### src/logic/qcm_regs.svh
`ifndef QCM_REGS_SVH
`define QCM_REGS_SVH

// register byte offsets
`define QCM_EG_DEPTH_OFF 8'h00
`define QCM_EG_PERIOD_OFF 8'h04
`define QCM_EG_STATUS_OFF 8'h08
`define QCM_REORDER_OFF 8'h0c
`define QCM_IN_DEPTH_OFF 8'h10
`define QCM_IN_PERIOD_OFF 8'h14
`define QCM_IN_STATUS_OFF 8'h18
`define QCM_INT_STATUS_OFF 8'h1c
`define QCM_INT_MASK_OFF 8'h20
`define QCM_CTRL_OFF 8'h24

// depth threshold register fields
`define QCM_DEPTH_LSB 0
`define QCM_DEPTH_MSB 7
`define QCM_LEAK_LSB 8
`define QCM_LEAK_MSB 19
`define QCM_PERIOD_LSB 20
`define QCM_PERIOD_MSB 31

// status and reorder register fields
`define QCM_COUNT_LSB 0
`define QCM_COUNT_MSB 15
`define QCM_LEVEL_LSB 16
`define QCM_LEVEL_MSB 31

// interrupt bits and the port-write enable bit
`define QCM_EG_DEPTH_BIT 0
`define QCM_IN_DEPTH_BIT 1
`define QCM_REORDER_BIT 2
`define QCM_PW_ENABLE_BIT 0

// reset values
`define QCM_DEPTH_CFG_RST 32'h0000_0000
`define QCM_LEVEL_RST 16'hffff
`define QCM_INT_MASK_RST 3'h0
`define QCM_CTRL_RST 1'h0

`endif

### src/logic/qcm_pkg.sv
package qcm_pkg;
	typedef logic [7:0] qcm_occ_t;
	typedef logic [15:0] qcm_cnt_t;
	typedef logic [11:0] qcm_tmr_t;

	// one monitored queue: packet fully arrived pulse and current packet count
	typedef struct packed {
		logic arrive;
		qcm_occ_t occupancy;
	} qcm_queue_s;
endpackage

### src/logic/qcm_monitor.sv
// Local design decisions: the APB register port and the address map.
`timescale 1ns/1ps
`include "qcm_regs.svh"
// Functional notes
// - period tick bumps period counter when congested
// - on packet arrival, over depth increments counter
// - leak tick decrements congestion counter
// - error-rate-bias tick also decrements congestion counter
// - writing one to depth alarm clears counter
// - period counter clears only on read
// - counter above alarm level sets depth alarm
// - non-head fabric pick increments reorder count
// - reorder count above limit sets reorder alarm
// - ingress queue has identical monitoring set
// - separate ingress and egress depth alarms
// - egress alarm may request port-write notification
module qcm_monitor (
	input wire logic clk,
	input wire logic sys_rst,
	input wire logic psel,
	input wire logic penable,
	input wire logic pwrite,
	input wire logic [7:0] paddr,
	input wire logic [31:0] pwdata,
	output logic [31:0] prdata,
	output logic pready,
	output logic pslverr,
	input wire qcm_pkg::qcm_queue_s egressQueue,
	input wire qcm_pkg::qcm_queue_s ingressQueue,
	input wire logic reorderPick,
	input wire logic biasTick,
	output logic irq,
	output logic portWriteReq
);
	logic [31:0] depthCfg_reg [0:1];
	logic [15:0] alarmLevel_reg [0:1];
	logic [31:0] periodCnt_reg [0:1];
	qcm_pkg::qcm_cnt_t congCnt_reg [0:1];
	qcm_pkg::qcm_tmr_t leakTmr_reg [0:1];
	qcm_pkg::qcm_tmr_t periodTmr_reg [0:1];
	qcm_pkg::qcm_cnt_t reorderCnt_reg;
	qcm_pkg::qcm_cnt_t reorderLimit_reg;
	logic [2:0] intStatus_reg;
	logic [2:0] intStatus_next;
	logic [2:0] intMask_reg;
	logic [0:0] ctrl_reg;
	logic [31:0] prdata_reg;
	logic portWrite_reg;

	// a timer with a zero interval stays idle
	function automatic logic timerDone(qcm_pkg::qcm_tmr_t cnt, qcm_pkg::qcm_tmr_t limit);
		timerDone = (limit != 12'h000) && (cnt >= limit - 12'h001);
	endfunction

	function automatic qcm_pkg::qcm_tmr_t timerNext(qcm_pkg::qcm_tmr_t cnt,
			qcm_pkg::qcm_tmr_t limit);
		timerNext = timerDone(cnt, limit) || (limit == 12'h000) ? 12'h000 : cnt + 12'h001;
	endfunction

	function automatic logic hit(logic [7:0] addr, logic [7:0] off);
		hit = (addr[7:2] == off[7:2]);
	endfunction

	// signed step on a 16-bit counter, clamped at zero and all-ones
	function automatic qcm_pkg::qcm_cnt_t satStep(qcm_pkg::qcm_cnt_t cur, logic inc,
			logic [1:0] dec);
		logic [17:0] sum;
		sum = {2'b00, cur} + {17'h00000, inc};
		if (sum < {16'h0000, dec}) begin
			satStep = 16'h0000;
		end else if (sum - {16'h0000, dec} > 18'h0ffff) begin
			satStep = 16'hffff;
		end else begin
			satStep = 16'(sum - {16'h0000, dec});
		end
	endfunction

	wire qcm_pkg::qcm_queue_s queueIn [0:1];
	assign queueIn[0] = egressQueue;
	assign queueIn[1] = ingressQueue;

	wire setupPhase = psel && !penable;
	wire accessPhase = psel && penable;
	wire wrAccess = accessPhase && pwrite;
	wire rdAccess = accessPhase && !pwrite;

	wire selEgDepth = hit(paddr, `QCM_EG_DEPTH_OFF);
	wire selEgPeriod = hit(paddr, `QCM_EG_PERIOD_OFF);
	wire selEgStatus = hit(paddr, `QCM_EG_STATUS_OFF);
	wire selReorder = hit(paddr, `QCM_REORDER_OFF);
	wire selInDepth = hit(paddr, `QCM_IN_DEPTH_OFF);
	wire selInPeriod = hit(paddr, `QCM_IN_PERIOD_OFF);
	wire selInStatus = hit(paddr, `QCM_IN_STATUS_OFF);
	wire selIntStatus = hit(paddr, `QCM_INT_STATUS_OFF);
	wire selIntMask = hit(paddr, `QCM_INT_MASK_OFF);
	wire selCtrl = hit(paddr, `QCM_CTRL_OFF);
	wire mapped = selEgDepth || selEgPeriod || selEgStatus || selReorder || selInDepth ||
		selInPeriod || selInStatus || selIntStatus || selIntMask || selCtrl;

	wire selDepth [0:1];
	wire selPeriod [0:1];
	wire selStatus [0:1];
	assign selDepth[0] = selEgDepth;
	assign selDepth[1] = selInDepth;
	assign selPeriod[0] = selEgPeriod;
	assign selPeriod[1] = selInPeriod;
	assign selStatus[0] = selEgStatus;
	assign selStatus[1] = selInStatus;

	// zero wait states; unmapped addresses answer with an error and read as zero
	assign pready = 1'b1;
	assign pslverr = accessPhase && !mapped;
	assign prdata = prdata_reg;
	assign irq = |(intStatus_reg & intMask_reg);
	assign portWriteReq = portWrite_reg;

	wire intClear [0:2];
	wire depthAlarm [0:1];
	wire [2:0] intEvent;
	genvar b;
	for (b = 0; b < 3; b++) begin : gClr
		assign intClear[b] = wrAccess && selIntStatus && pwdata[b];
	end

	wire reorderAlarm = reorderCnt_reg > reorderLimit_reg;
	// an alarm whose counter this very write empties is no new event
	assign intEvent = {reorderAlarm && !intClear[2], depthAlarm[1] && !intClear[1],
		depthAlarm[0] && !intClear[0]};

	// any other set beats the write-one clear in the same cycle
	always_comb begin
		intStatus_next = intStatus_reg;
		if (wrAccess && selIntStatus) begin
			intStatus_next = intStatus_reg & ~pwdata[2:0];
		end
		intStatus_next = intStatus_next | intEvent;
	end

	wire periodInc [0:1];
	wire arriveInc [0:1];
	wire leakTick [0:1];

	genvar q;
	for (q = 0; q < 2; q++) begin : gQueue
		wire qcm_pkg::qcm_occ_t depth = depthCfg_reg[q][`QCM_DEPTH_MSB:`QCM_DEPTH_LSB];
		wire qcm_pkg::qcm_tmr_t leakLimit = depthCfg_reg[q][`QCM_LEAK_MSB:`QCM_LEAK_LSB];
		wire qcm_pkg::qcm_tmr_t periodLimit = depthCfg_reg[q][`QCM_PERIOD_MSB:`QCM_PERIOD_LSB];
		wire periodTick = timerDone(periodTmr_reg[q], periodLimit);
		wire [1:0] decCount = {1'b0, leakTick[q]} + {1'b0, biasTick};
		wire periodRead = rdAccess && selPeriod[q];
		assign leakTick[q] = timerDone(leakTmr_reg[q], leakLimit);
		assign arriveInc[q] = queueIn[q].arrive && (queueIn[q].occupancy > depth);
		assign periodInc[q] = periodTick && (congCnt_reg[q] != 16'h0000);
		assign depthAlarm[q] = congCnt_reg[q] > alarmLevel_reg[q];

		always_ff @(posedge clk) begin
			if (sys_rst) begin
				depthCfg_reg[q] <= `QCM_DEPTH_CFG_RST;
				alarmLevel_reg[q] <= `QCM_LEVEL_RST;
				periodCnt_reg[q] <= 32'h0000_0000;
				congCnt_reg[q] <= 16'h0000;
				leakTmr_reg[q] <= 12'h000;
				periodTmr_reg[q] <= 12'h000;
			end else begin
				leakTmr_reg[q] <= timerNext(leakTmr_reg[q], leakLimit);
				periodTmr_reg[q] <= timerNext(periodTmr_reg[q], periodLimit);
				if (wrAccess && selDepth[q]) begin
					depthCfg_reg[q] <= pwdata;
				end
				if (wrAccess && selStatus[q]) begin
					alarmLevel_reg[q] <= pwdata[`QCM_LEVEL_MSB:`QCM_LEVEL_LSB];
				end
				// a write-one to the depth alarm bit empties the counter
				if (intClear[q]) begin
					congCnt_reg[q] <= 16'h0000;
				end else begin
					congCnt_reg[q] <= satStep(congCnt_reg[q], arriveInc[q], decCount);
				end
				// subtract what the read returned so a tick after the capture is kept
				if (periodRead) begin
					periodCnt_reg[q] <= periodCnt_reg[q] - prdata_reg +
						{31'h0000_0000, periodInc[q]};
				end else if (periodInc[q] && periodCnt_reg[q] != 32'hffff_ffff) begin
					periodCnt_reg[q] <= periodCnt_reg[q] + 32'h0000_0001;
				end
			end
		end

	end

	always_ff @(posedge clk) begin
		if (sys_rst) begin
			reorderCnt_reg <= 16'h0000;
			reorderLimit_reg <= `QCM_LEVEL_RST;
		end else begin
			if (wrAccess && selReorder) begin
				reorderLimit_reg <= pwdata[`QCM_LEVEL_MSB:`QCM_LEVEL_LSB];
			end
			// cleared together with its alarm, like the depth counters
			if (intClear[`QCM_REORDER_BIT]) begin
				reorderCnt_reg <= 16'h0000;
			end else begin
				reorderCnt_reg <= satStep(reorderCnt_reg, reorderPick, 2'b00);
			end
		end
	end

	always_ff @(posedge clk) begin
		if (sys_rst) begin
			intStatus_reg <= 3'h0;
			intMask_reg <= `QCM_INT_MASK_RST;
			ctrl_reg <= `QCM_CTRL_RST;
			portWrite_reg <= 1'b0;
		end else begin
			intStatus_reg <= intStatus_next;
			if (wrAccess && selIntMask) begin
				intMask_reg <= pwdata[2:0];
			end
			if (wrAccess && selCtrl) begin
				ctrl_reg <= pwdata[`QCM_PW_ENABLE_BIT:`QCM_PW_ENABLE_BIT];
			end
			// one request per rising edge of the egress alarm bit
			portWrite_reg <= ctrl_reg[0] && intStatus_next[`QCM_EG_DEPTH_BIT] &&
				!intStatus_reg[`QCM_EG_DEPTH_BIT];
		end
	end

	// read data captured in the setup cycle, presented through the access phase
	wire [31:0] rdMux = selEgDepth ? depthCfg_reg[0] :
		selEgPeriod ? periodCnt_reg[0] :
		selEgStatus ? {alarmLevel_reg[0], congCnt_reg[0]} :
		selReorder ? {reorderLimit_reg, reorderCnt_reg} :
		selInDepth ? depthCfg_reg[1] :
		selInPeriod ? periodCnt_reg[1] :
		selInStatus ? {alarmLevel_reg[1], congCnt_reg[1]} :
		selIntStatus ? {29'h0000_0000, intStatus_reg} :
		selIntMask ? {29'h0000_0000, intMask_reg} :
		selCtrl ? {31'h0000_0000, ctrl_reg} : 32'h0000_0000;

	always_ff @(posedge clk) begin
		if (sys_rst) begin
			prdata_reg <= 32'h0000_0000;
		end else if (setupPhase) begin
			prdata_reg <= pwrite ? 32'h0000_0000 : rdMux;
		end
	end
endmodule

### config.mk
export PLATFORM = sky130hd
export DESIGN_NAME = qcm_monitor
export DESIGN_NICKNAME = d
export VERILOG_FILES = /design/src/logic/qcm_pkg.sv /design/src/logic/qcm_monitor.sv
export VERILOG_INCLUDE_DIRS = /design/src /design/src/logic
export SDC_FILE = /design/constraint.sdc
export NUM_CORES = 1
export LEC_CHECK = 0
export ABC_AREA = 1
export BUFFER_PORTS_ARGS = -buffer_cell sky130_fd_sc_hd__buf_2
export CORE_MARGIN = 2
export CORE_UTILIZATION = 55
export DETAILED_ROUTE_END_ITERATION = 8
export PLACE_DENSITY = 0.72
export SLEW_MARGIN = 20
export SYNTH_ARGS = -nofsm -noshare
export SYNTH_HDL_FRONTEND = slang
export SYNTH_SLANG_ARGS = --single-unit
### constraint.sdc
create_clock -name clk -period 6.35 [get_ports clk]
set_input_delay 1.27 -clock clk [delete_from_list [all_inputs] [get_ports clk]]
set_output_delay 1.27 -clock clk [all_outputs]
set_load 0.01 [all_outputs]
Word level (Yosys, flattened, before mapping)
Memories as Yosys holds them, arrays and structs flattened.
Cells that the tools add are included.
{ "totals": {"regBits": 72, "latch_bits": 0, "ram_bits": 240, "mem_bits_ro": 0, "in_bits": 65, "out_inout_bits": 36, "wordCells": 228, "memories": 6} }
{ "memory_table": {"columns": ["memory", "words", "width", "rd", "rd_ports_with_merged_regs", "wr", "line_no", "rtl"], "rows": [
  ["depthCfg_reg", 2, 32, 2, 0, 2, "qcm_monitor.sv:35", "logic [31:0] depthCfg_reg [0:1];"],
  ["periodCnt_reg", 2, 32, 2, 0, 2, "qcm_monitor.sv:37", "logic [31:0] periodCnt_reg [0:1];"],
  ["alarmLevel_reg", 2, 16, 2, 0, 2, "qcm_monitor.sv:36", "logic [15:0] alarmLevel_reg [0:1];"],
  ["congCnt_reg", 2, 16, 2, 0, 2, "qcm_monitor.sv:38", "qcm_pkg::qcm_cnt_t congCnt_reg [0:1];"],
  ["leakTmr_reg", 2, 12, 2, 0, 2, "qcm_monitor.sv:39", "qcm_pkg::qcm_tmr_t leakTmr_reg [0:1];"],
  ["periodTmr_reg", 2, 12, 2, 0, 2, "qcm_monitor.sv:40", "qcm_pkg::qcm_tmr_t periodTmr_reg [0:1];"]
]} }
{ "classes": {"n_addsub": 21, "multipliers": 0, "div_mod_pow": 0, "n_lt_le_gt_ge": 15, "n_eq_ne": 11, "shift": 0, "mux": 82, "bitwise_logic": 20, "reduce_logical": 66} }
{ "ops": {"columns": ["op", "count"], "rows": [
  ["$mux W32", 14],
  ["$mux W16", 15],
  ["$mux W12", 8],
  ["$add A32 B1 Y32", 2],
  ["$add A32 B1 Y32 const B", 2],
  ["$ne A32 B32 Y1 const B", 2],
  ["$sub A32 B32 Y32", 2],
  ["$add A16 B1 Y17", 3],
  ["$add A12 B1 Y12 const B", 4],
  ["$ge A12 B12 Y1", 4],
  ["$gt A16 B16 Y1", 3],
  ["$logic_not A12 Y1", 4],
  ["$reduce_bool A12 Y1", 4],
  ["$sub A12 B1 Y12 const B", 4],
  ["$mux W1", 42],
  ["$gt A18 B16 Y1 const B", 2],
  ["$sub A17 B2 Y18", 2],
  ["$lt A17 B2 Y1", 2],
  ["$logic_and A1 B1 Y1", 33],
  ["$reduce_bool A16 Y1", 2],
  ["$eq A6 B3 Y1 const B", 4],
  ["$gt A17 B16 Y1 const B", 1],
  ["$lt A17 B1 Y1 const B", 1],
  ["$gt A8 B8 Y1", 2],
  ["other kinds (13)", 53]
]} }

Longest topological paths before layout
{ "depth": {"ltp_word": 12, "depth_mapped": 34, "depth_no_buf": 33} }

Worst setup path after synthesis
OpenSTA, ideal clock, no wires.
{ "synth_path": {"path_kind": "input -> register", "startpoint": "in paddr[7]", "endpoint": "mem depthCfg_reg[0][0], enable pin", "setup_ps": 466, "arrival_time_ps": 4580, "required_time_ps": 5884, "path_slack_ps": 1304, "path_stages": 6, "n_path_buf": 1, "path_cell_list": "nor2_1 -> nand2_1 -> nor3_1 -> buf_2 -> clkinv_1 -> o21ai_0"} }
{ "synth_lines": {"columns": ["item", "line_no", "rtl"], "rows": [
  ["from (decl)", "qcm_monitor.sv:23", "input wire logic [7:0] paddr,"],
  ["to (decl)", "qcm_monitor.sv:35", null]
]} }

==> metrics.txt <==
Post-synth EDFFs=192; HPWL after DPL=67900 um; WL per Instance=19.7 um; Internal=3750 uW; Hold Vio Cnt, Final=0; Post-route DRC=0; TritonCTS Buffers=38; Worst Setup Start Kind=flop; main combinational cell family by area after synthesis=simple AND/OR/NAND/NOR gates; Tcrit/Tclk final=86.6%; top cell type's share of synthesized area=22.5%; async set-reset flop share out of synthesis=0%; cells after synthesis=3567; # fillers=4411; Worst-Skew Late Latency=0.57 ns; total gr overflow=0; Syn Area/Cell=7.19 um^2; synth cell count leaders=nand2_1 (783), inv_1 (492), nor2_1 (387), a21oi_1 (269), ha_1 (258); sw power=1600 uW; IO Pins=101; mux contribution to synthesized area=0%; arrival time worst endpoint=5.81 ns; Post-DRT Antenna Nets=0; Pwr Total=5350 uW; most used routing layer in global routing=met2; Layout Skew=0.0176 ns; clk slew on worst S/H paths=0.06 ns; CP Class=flop to flop; TritonCTS clock tree=built; Max Cap Viol=0; Synth Area in XOR/XNOR=6.39%; Setup Fix Bufs, Post-CTS=0; Slew @ Worst Pin=1.12 ns; drt pass-1 iters=6; M1 GR Usage=48.4%; slew margin rel.=24.8%; maximum root-to-sink buffer count=3; number of vias per cell=5.75; Clock power frac=40.2%; critical path required time=6.66 ns; area taken by multi-input logic gates=15400 um^2; Seq cells post-synth=312; routed via count=24800; WP buf/inv=2; Diodes inserted=0; hold_buf cts=0; final setup fails=0; drt initial violations=2876; I/O Buffers=97; Sequential Power Share=43.5%; top-count cell post-synth=nand2_1; first-pass GRT wire length=130000 um; CP Max Fanout=9; outcome=complete, no violations; Die Span Y=220 um; layout cells sized above 1=6.69%; slowest CP cell=nand2_1; library cells used by synthesis=59; met3 GRT Util=6.47%; final WL=85100 um; Max Fclk=182 MHz; die area=48400 um^2; clock sink count=312; layout overhead on the synthesized area=9.53%; largest net degree at the start of global routing=60; sequential cell area=8170 um^2; # rows=79; Synth Area in Simple Gates=28.2%; RSZ-0062 raised after global routing=no; ys flop type=edfxtp_1; setup TNS=0 ns; core box area=46300 um^2; Root Driver=clkbuf_16; area leader, netlist=edfxtp_1; most used cell, CP=nand2_1; Switching Share=29.9%; compound-cell area share of the yosys netlist=11.9%; H-Tree Depth=2; M2 GR Usage=52.9%; Comb pwr share=16.2%; cell family with most CP delay=simple AND/OR/NAND/NOR gates; die width=220 um; Peak VDD IR=0.140 mV; pwr dens=191 nW/um^2; slowest stage delay, CP=0.46 ns; worst min path class=flop to flop; number of global-route vias before repair=22700; Period minus WS final=5.50 ns; Critical Path End Type=flop; Initial Util=55.4%; Final Max Tran Viols=0; sequential cell area fraction in the yosys report=31.9%; RePlAce Congestion=1.03; initial antenna violation count=0; Synth Area in Adders=12.9%; Resized cells post-CTS=0; nets=4006; YS warnings=0; P_leak=0.0132 uW; GRT Overall Usage=35.2%; Mapped Area=25600 um^2; synth top area cells=edfxtp_1 (22%), ha_1 (13%), nand2_1 (11%)
==> worst register-to-register path: cells and delay by family, from the launching register on <==
family,cells,cell delay [ns]
AO/OA/AOI/OAI,2,0.60
XOR/XNOR,1,0.14
adder cells (fa/ha/maj),4,1.14
buffers and inverters,2,0.28
flip-flops,1,0.35
AND/OR/NAND/NOR,16,2.73
==> stage by stage <==
step           hold WS, ns  std cells  instance area [um^2]  util, %  setup WS [ns]
2_1_floorplan        0.396       3599                 25800        -           1.30
3_3_place_gp         0.434       4244                 26900     58.0           1.03
3_5_place_dp         0.439       4245                 26900     58.1          0.945
4_1_cts              0.453       4313                 28100     60.7          0.867
5_1_grt              0.468       4314                 28100     60.7          0.485
6_report             0.455       4314                 28100     60.7          0.853
==> power by group through the flow <==
stage / Clock (uW) / Combinational (uW) / Sequential (uW)
after global routing: 2240 / 972 / 2340
after detailed placement: 0 / 840 / 2370
after floorplan: 0 / 607 / 2320
after global placement: 0 / 829 / 2370
final: 2150 / 869 / 2330
after CTS: 2160 / 847 / 2320
==> placed cells by master, fill, tap and decap left out, types with 8 or more instances in the layout <==
cell type,Yosys,layout
nand2_1,783,783
xor2_1,127,127
o21a_1,12,12
buf_2,9,97
o21bai_1,15,15
a21oi_1,269,267
clkbuf_1,60,9
a21o_1,14,14
nand2_2,14,14
xnor2_1,57,57
nand3b_1,9,9
nand4_1,74,74
clkinv_1,3,9
o21ai_1,9,10
nand3_1,250,250
o211ai_1,25,25
edfxtp_1,192,192
a31oi_1,13,13
dfxtp_1,120,120
ha_1,258,258
conb_1,1,33
o21ai_0,174,171
a21boi_0,8,8
or2_2,18,18
nor3_1,72,70
nor2_2,13,16
clkbuf_16,0,38
nor4_1,17,17
nor2_1,387,383
inv_1,492,491
clkinv_2,0,8
buf_4,2,20
==> final cells by class <==
class                   instances  area share [%]
well taps                     607            2.70
inverters                     498            6.66
multi-input cells            2710            54.9
clock buffers                  51            3.70
repair buffers                119            2.43
clock inverters                17           0.512
flip-flops and latches        312            29.1
==> per-layer routing <==
metal,vias to the layer above,share of wire (%)
met2,1300,42
li1,12100,-
met1,11200,41
met5,-,0
met4,0,5.8
met3,241,11
==> worst paths after layout <==
check / start / end / slack (ns) / depth (start not counted)
setup / recovery: depthCfg_reg[0][20] / periodCnt_reg[0][16] / 0.85 / 25
hold / removal: intStatus_reg[0] / portWriteReq / 0.46 / 1
setup reg to reg: depthCfg_reg[0][20] / periodCnt_reg[0][16] / 0.85 / 25
hold reg to reg: intStatus_reg[0] / portWriteReq / 0.46 / 1
==> logic make-up (layout without fill, tap and decap cells) <==
| logic type | after synthesis | in the layout |
|---|---|---|
| AOI/OAI and AO/OA | 558 | 558 |
| adders and majority gates | 262 | 262 |
| and+or+nand+nor | 1672 | 1672 |
| buffers and inverters | 577 | 685 |
| xor gates and xnor gates | 185 | 185 |
| other | 1 | 33 |
| DFF | 312 | 312 |
Power figures use the tool's default switching activity.
